### config.mk
export PLATFORM = sky130hd
export DESIGN_NAME = vpsc_ctrl
export DESIGN_NICKNAME = d
export VERILOG_FILES = /design/src/vpsc_pkg.sv /design/src/vpsc_edge_if.sv /design/src/vpsc_ctrl.sv /design/src/vpsc_sync.sv
export SDC_FILE = /design/constraint.sdc
export NUM_CORES = 1
export LEC_CHECK = 0
export BUFFER_PORTS_ARGS = -buffer_cell sky130_fd_sc_hd__buf_2
export CAP_MARGIN = 20
export CORE_MARGIN = 1
export CORE_UTILIZATION = 28
export CTS_CLUSTER_DIAMETER = 30
export DETAILED_ROUTE_END_ITERATION = 10
export PLACE_DENSITY = 0.43
export SETUP_SLACK_MARGIN = 0.15
export SLEW_MARGIN = 20
export SYNTH_ARGS = -nofsm -noshare
export SYNTH_HDL_FRONTEND = slang
export SYNTH_SLANG_ARGS = --single-unit
### constraint.sdc
create_clock -name clk_i -period 18.9 [get_ports clk_i]
set_input_delay 5.67 -clock clk_i [delete_from_list [all_inputs] [get_ports clk_i]]
set_output_delay 5.67 -clock clk_i [all_outputs]
set_load 0.01 [all_outputs]
### src/vpsc_pkg.sv
/*
  Constants, register map and the sequencing states of the variable
  phase shift controller.
  Assumes a 125 MHz system clock and byte addressed Wishbone offsets.
*/
package vpsc_pkg;

  // register byte offsets
  localparam logic [7:0]  VPSC_ADR_CTRL     = 8'h00;
  localparam logic [7:0]  VPSC_ADR_PERIOD   = 8'h04;
  localparam logic [7:0]  VPSC_ADR_STATUS   = 8'h08;
  localparam logic [7:0]  VPSC_ADR_LIMIT    = 8'h0C;

  // field positions
  localparam int          VPSC_CTRL_RST_BIT = 0;
  localparam int          VPSC_STAT_PEND    = 16;
  localparam int          VPSC_STAT_DONE    = 17;

  // reference clock period in ps, reset value 20000 ps
  localparam logic [15:0] VPSC_PERIOD_RST   = 16'h4E20;

  // step limit: scale * (period - 3 ns), scale chosen at 60 MHz
  localparam int          VPSC_FLOOR_PS     = 3000;
  localparam int          VPSC_SPLIT_MHZ    = 60;
  localparam int          VPSC_SLOW_PS      =
    (1000000 + VPSC_SPLIT_MHZ - 1) / VPSC_SPLIT_MHZ;
  localparam int          VPSC_SLOW_SCALE   = 10;
  localparam int          VPSC_FAST_SCALE   = 15;
  localparam int          VPSC_PS_PER_NS    = 1000;

  // settle latency: reference cycles, then control cycles
  localparam logic [6:0]  VPSC_REF_LAT      = 7'h64;
  localparam logic [1:0]  VPSC_CTRL_LAT     = 2'h3;

  typedef enum logic [1:0] {
    ST_IDLE = 2'b00,
    ST_REF  = 2'b01,
    ST_CTRL = 2'b10,
    ST_DONE = 2'b11
  } vpsc_state_e;

  function automatic logic [15:0] vpsc_step_limit(input logic [15:0] per);
    int d;
    int s;
    d = int'(per) - VPSC_FLOOR_PS;
    s = (int'(per) >= VPSC_SLOW_PS) ? VPSC_SLOW_SCALE : VPSC_FAST_SCALE;
    if (d < 0)
    begin
      d = 0;
    end
    vpsc_step_limit = 16'((s * d) / VPSC_PS_PER_NS);
  endfunction

endpackage

### src/vpsc_edge_if.sv
/*
  Carrier between the input synchroniser and the controller:
  synchronised levels and rising edge strobes of sampled clocks.
  Assumes both ends run on clk_i.
*/
`timescale 1ns/1ps
interface vpsc_edge_if #(
  parameter int W    = 4,
  parameter int NCLK = 2
);
  logic [W-1:0]    level;
  logic [NCLK-1:0] rise;
  modport src (output level, output rise);
  modport dst (input level, input rise);
endinterface

### src/vpsc_ctrl.sv
/*
  Variable fine phase shift controller: takes step requests on the
  control clock, keeps the signed step count and pulses completion.
  Assumes control and reference clocks below 62.5 MHz, sampled here.
*/
`timescale 1ns/1ps
module vpsc_ctrl
  import vpsc_pkg::*;
(
  input  wire logic        clk_i,
  input  wire logic        rst_i,
  input  wire logic        wb_cyc_i,
  input  wire logic        wb_stb_i,
  input  wire logic        wb_we_i,
  input  wire logic [7:0]  wb_adr_i,
  input  wire logic [3:0]  wb_sel_i,
  input  wire logic [31:0] wb_dat_i,
  output logic      [31:0] wb_dat_o,
  output logic             wb_ack_o,
  input  wire logic        shift_ctrl_clock_i,
  input  wire logic        reference_clock_in_i,
  input  wire logic        shift_request_enable_i,
  input  wire logic        shift_direction_i,
  output logic             shift_complete_o,
  output logic signed [15:0] phase_step_count_o
);
  typedef struct packed {
    vpsc_state_e        st;
    logic [6:0]         ref_cnt;
    logic [1:0]         ctl_cnt;
    logic signed [15:0] count;
    logic               done;
    logic [15:0]        period;
    logic [15:0]        limit;
    logic               ack;
    logic [31:0]        rdata;
  } vpsc_state_s;

  vpsc_state_s q;
  vpsc_state_s next_q;

  vpsc_edge_if #(.W(4), .NCLK(2)) edges ();

  // bit 0 control clock, bit 1 reference clock
  vpsc_sync #(.W(4), .NCLK(2)) u_sync (
    .clk_i   (clk_i),
    .rst_i   (rst_i),
    .async_i ({shift_direction_i, shift_request_enable_i,
               reference_clock_in_i, shift_ctrl_clock_i}),
    .edge_o  (edges)
  );

  logic ctl_rise;
  logic ref_rise;
  logic req_en;
  logic req_inc;
  logic can_take;
  logic bus_req;
  logic soft_rst;

  assign ctl_rise = edges.rise[0];
  assign ref_rise = edges.rise[1];
  assign req_en   = edges.level[2];
  assign req_inc  = edges.level[3];
  assign can_take = (q.st == ST_IDLE) || (q.st == ST_DONE);
  assign bus_req  = wb_cyc_i && wb_stb_i && !q.ack;
  assign soft_rst = bus_req && wb_we_i && (wb_adr_i == VPSC_ADR_CTRL) &&
                    wb_sel_i[0] && wb_dat_i[VPSC_CTRL_RST_BIT];

  always_comb
  begin
    next_q       = q;
    next_q.ack   = bus_req;
    next_q.limit = vpsc_step_limit(q.period);
    if (ctl_rise)
    begin
      case (q.st)
        ST_IDLE, ST_DONE:
        begin
          next_q.done = 1'b0;
          next_q.st   = ST_IDLE;
          if (req_en)
          begin
            next_q.st      = ST_REF;
            next_q.ref_cnt = '0;
            next_q.ctl_cnt = '0;
            if (req_inc && (q.count < $signed(q.limit)))
            begin
              next_q.count = q.count + 16'sh0001;
            end
            else if (!req_inc && (q.count > -$signed(q.limit)))
            begin
              next_q.count = q.count - 16'sh0001;
            end
          end
        end
        ST_CTRL:
        begin
          next_q.ctl_cnt = q.ctl_cnt + 2'h1;
          if (q.ctl_cnt == VPSC_CTRL_LAT - 2'h1)
          begin
            next_q.st   = ST_DONE;
            next_q.done = 1'b1;
          end
        end
        default:
        begin
          next_q.st = q.st; // pending: request ignored
        end
      endcase
    end
    if ((q.st == ST_REF) && ref_rise)
    begin
      next_q.ref_cnt = q.ref_cnt + 7'h01;
      if (q.ref_cnt == VPSC_REF_LAT - 7'h01)
      begin
        next_q.st = ST_CTRL;
      end
    end
    if (bus_req)
    begin
      next_q.rdata = '0;
      if (wb_we_i && (wb_adr_i == VPSC_ADR_PERIOD))
      begin
        if (wb_sel_i[0])
        begin
          next_q.period[7:0] = wb_dat_i[7:0];
        end
        if (wb_sel_i[1])
        begin
          next_q.period[15:8] = wb_dat_i[15:8];
        end
      end
      else if (!wb_we_i)
      begin
        case (wb_adr_i)
          VPSC_ADR_PERIOD: next_q.rdata[15:0] = q.period;
          VPSC_ADR_LIMIT:  next_q.rdata[15:0] = q.limit;
          VPSC_ADR_STATUS:
          begin
            next_q.rdata[15:0]            = q.count;
            next_q.rdata[VPSC_STAT_PEND]  = !can_take;
            next_q.rdata[VPSC_STAT_DONE]  = q.done;
          end
          default: next_q.rdata = '0;
        endcase
      end
    end
    // software reset acts like the unit reset; bus state survives
    if (soft_rst)
    begin
      next_q.st    = ST_IDLE;
      next_q.count = '0;
      next_q.done  = 1'b0;
    end
  end

  always_ff @(posedge clk_i)
  begin
    if (rst_i)
    begin
      q        <= '0;
      q.period <= VPSC_PERIOD_RST;
    end
    else
    begin
      q <= next_q;
    end
  end

  assign wb_ack_o           = q.ack;
  assign wb_dat_o           = q.rdata;
  assign shift_complete_o   = q.done;
  assign phase_step_count_o = q.count;
endmodule // vpsc_ctrl

### src/vpsc_sync.sv
/*
  Two flop synchroniser for a group of foreign inputs, plus a third
  stage that gives the level just before each detected clock edge.
  Assumes the low NCLK bits are clocks slower than half of clk_i.
*/
`timescale 1ns/1ps
module vpsc_sync #(
  parameter int W    = 4,
  parameter int NCLK = 2
) (
  input  wire logic         clk_i,
  input  wire logic         rst_i,
  input  wire logic [W-1:0] async_i,
  vpsc_edge_if.src          edge_o
);
  typedef struct packed {
    logic [W-1:0] s1;
    logic [W-1:0] s2;
    logic [W-1:0] s3;
  } vpsc_sync_s;

  vpsc_sync_s q;
  vpsc_sync_s next_q;

  always_comb
  begin
    next_q    = q;
    next_q.s1 = async_i;
    next_q.s2 = q.s1;
    next_q.s3 = q.s2;
  end

  always_ff @(posedge clk_i)
  begin
    if (rst_i)
    begin
      q <= '0;
    end
    else
    begin
      q <= next_q;
    end
  end

  // data is taken from s3: the value standing before the edge
  assign edge_o.level = q.s3;

  genvar g;
  generate
    for (g = 0; g < NCLK; g++)
    begin : g_rise
      assign edge_o.rise[g] = q.s2[g] & ~q.s3[g];
    end
  endgenerate
endmodule // vpsc_sync

==> impl_metrics.tcl <==
set metrics [dict create \
    seqCellArea_sq_mm 0.00174 \
    syn_area_sq_mm 0.0111 \
    hp-class "reg2reg" \
    cp-end-kind "flip-flop" \
    yosysTopAreaCellShare_pct 15.7 \
    slowest_delay_ns 0.72 \
    critPathKind "reg2reg" \
    powerDensity_mw_per_mm2 39.7 \
    hold_slack_ns 0.438 \
    ctsHoldBuffers 0 \
    synthAdderAreaFrac_pct 15.4 \
    synth_area_leaders "dfxtp_1, ha_1, fa_1" \
    avgSynthCellArea_sq_um 7.84 \
    ir_drop_mv 0.0356 \
    grt.overflow.total 0 \
    syn_inst 1412 \
    drt_pass1_iterations 7 \
    synth-edff-count 0 \
    yosys.area_share.simple_pct 22.4 \
    finalSetupViolations 0 \
    final_max_slew_viol_count 0 \
    ys_types 115 \
    ios 103 \
    synth-async-reset-ratio_pct 0 \
    cts_max_level 3 \
    status "complete, no violations" \
    clock_sinks 87 \
    yosys.area_share.xor_xnor_pct 4.81 \
    worstPathRequired_ns 19.14 \
    finalCriticalPeriod_ns 13.18 \
    num_rows 72 \
    fp.dieH_microns 201 \
    coreArea_sq_mm 0.0388 \
    placed_cells 1922 \
    rsz0062_at_grt "false" \
    crit_top_cell "inv_1" \
    finalCritPeriodShare_pct 69.8 \
    p_leak_uw 0.00524 \
    fin_cells 1938 \
    vias_per_cell 5.09 \
    clock-skew-final_ns 0.00584 \
    multiInputGateArea_sq_mm 0.00837 \
    cts_buffers 9 \
    synthMuxAreaShare_pct 4.34 \
    clkSlewWorstSetupHoldPaths_ns 0.06 \
    drc 0 \
    worstPathArrival_ns 13.42 \
    nFillCells 4217 \
    yosys_most_used_dff "dfxtp_1" \
    avgRoutedWirePerCell_microns 15.5 \
    ys_warn_count 0 \
    grt_pass1_wl_mm 50.4 \
    cts_setup_buffers 0 \
    tightestPinTransition_ns 0.967 \
    crit_fanout 15 \
    n_antenna_cell 0 \
    synth.largest_area_cell "dfxtp_1" \
    flow.area_growth_from_synthesis_pct 7.64 \
    r2r_cells 43 \
    antenna_found_initial 0 \
    grt_use_total_pct 15.0 \
    gp_congestion 0.804 \
    drv_cap 0 \
    grt_pass1_vias 9731 \
    drive_gt1_share_pct 12.9 \
    hold_depth 1 \
    slew_headroom_pct 35.4 \
    startpoint_type "flip-flop" \
    synth_compound_gate_area_share_pct 27.9 \
    ff2ff_setup_slack_ns 5.72 \
    drt-initial-drc-count 530 \
    hold_viol 0 \
    tritoncts "yes" \
    ys_seq_area_share_pct 15.7 \
    drt-total-wl_mm 30.0 \
    start_util_pct 28.5 \
    synth_top_family_by_area "compound AO/OA/AOI/OAI gates" \
    ctsLongestPathBuffers 2 \
    die_w_microns 201 \
    clk_latency_ns 0.34 \
    yosys-top-cells-count "nor2_1, inv_1, nand2_1" \
    yosysMostFrequentCell "nor2_1" \
    grt_max_degree 70 \
    setup-tns-final_ns 0 \
    portBuffers 70 \
    synth-seq-cells 87 \
    dieArea_sq_mm 0.0403 \
    finish.net_count 1585 \
    ctsRootBufferMaster "clkbuf_16" \
    fin_util_pct 30.7 \
    crit_slowest_cell "a21oi_2" \
    ant_nets 0 \
    detailed_place_hpwl_mm 24.4 \
    postCtsResizedCells 0 \
    max_freq_mhz 75.8 \
    vias 9864 \
]
==> cell families after synthesis <==
kind of cell	count (synthesis)
DFF	87
buffers and inverters	212
other	2
muxes	43
and+or+nand+nor	486
xor gates and xnor gates	57
adders and majority gates	119
AOI/OAI and AO/OA	406
==> per-stage QoR <==
| stage | instance area (sq um) | setup WS [ns] | total power, uW |
|---|---|---|---|
| floorplan | 11100 | 8.11 | 264 |
| finish | 11900 | 5.72 | 474 |
| global placement | 11600 | 5.40 | 285 |
| CTS | 11900 | 5.33 | 482 |
| global route | 11900 | 4.59 | 499 |
| detailed placement | 11600 | 5.45 | 286 |
==> cell type report <==
type                    instances  area share [%]
inverters                     113            3.56
clock buffers                  13            2.35
clock inverters                 3           0.399
multi-input cells            1127            70.3
well taps                     518            5.44
flip-flops and latches         87            14.6
repair buffers                 77            3.38
==> worst max-delay path, delay by kind of cell (launching register included) <==
kind	cells	cell delay, ns
AOI/OAI and AO/OA	23	7.47
and+or+nand+nor	11	2.97
adders and majority gates	4	1.72
buffers and inverters	5	0.49
DFF	1	0.39
==> per-layer routing <==
layer  track usage [%]  routed length (microns)  vias to the layer above
li1                  -                        -                     5083
met1              19.7                    14500                     4639
met2              26.7                    14700                      124
met3              1.04                      542                       18
met4              3.22                      323                        0
met5                 0                        0                        -
==> power breakdown <==
group	total, uW	switching, uW	leakage [uW]	internal, uW
Clock	192	74.1	0.000162	118
Sequential	190	3.35	0.000705	186
Combinational	92.0	55.7	0.00437	36.3
==> sequential cells by signal, indices dropped and copies added (netlist names) <==
register / count
wb_dat_o: 18
shift_complete_o: 1
phase_step_count_o: 16
q: 39
wb_ack_o: 1
u_sync.edge_o.level: 4
u_sync.next_q: 8
==> worst paths after layout <==
check,end,from
worst max-delay path,q[33],q[54]
worst min-delay path,u_sync.next_q[2],u_sync.next_q[6]
worst min register to register,u_sync.next_q[2],u_sync.next_q[6]
worst max register to register,q[33],q[54]
==> layout by cell type, fill, tap and decap left out, types with 24 or more instances in the layout <==
cell type,netlist,routed
nand2_1,96,96
a21oi_1,91,91
fa_1,29,29
buf_2,7,70
o21ai_0,39,38
xnor2_1,38,38
mux2i_1,24,24
nand3_1,41,41
ha_1,88,88
nor2b_1,31,31
dfxtp_1,87,87
nor2_1,149,149
inv_1,113,113
Power figures use the tool's default switching activity.
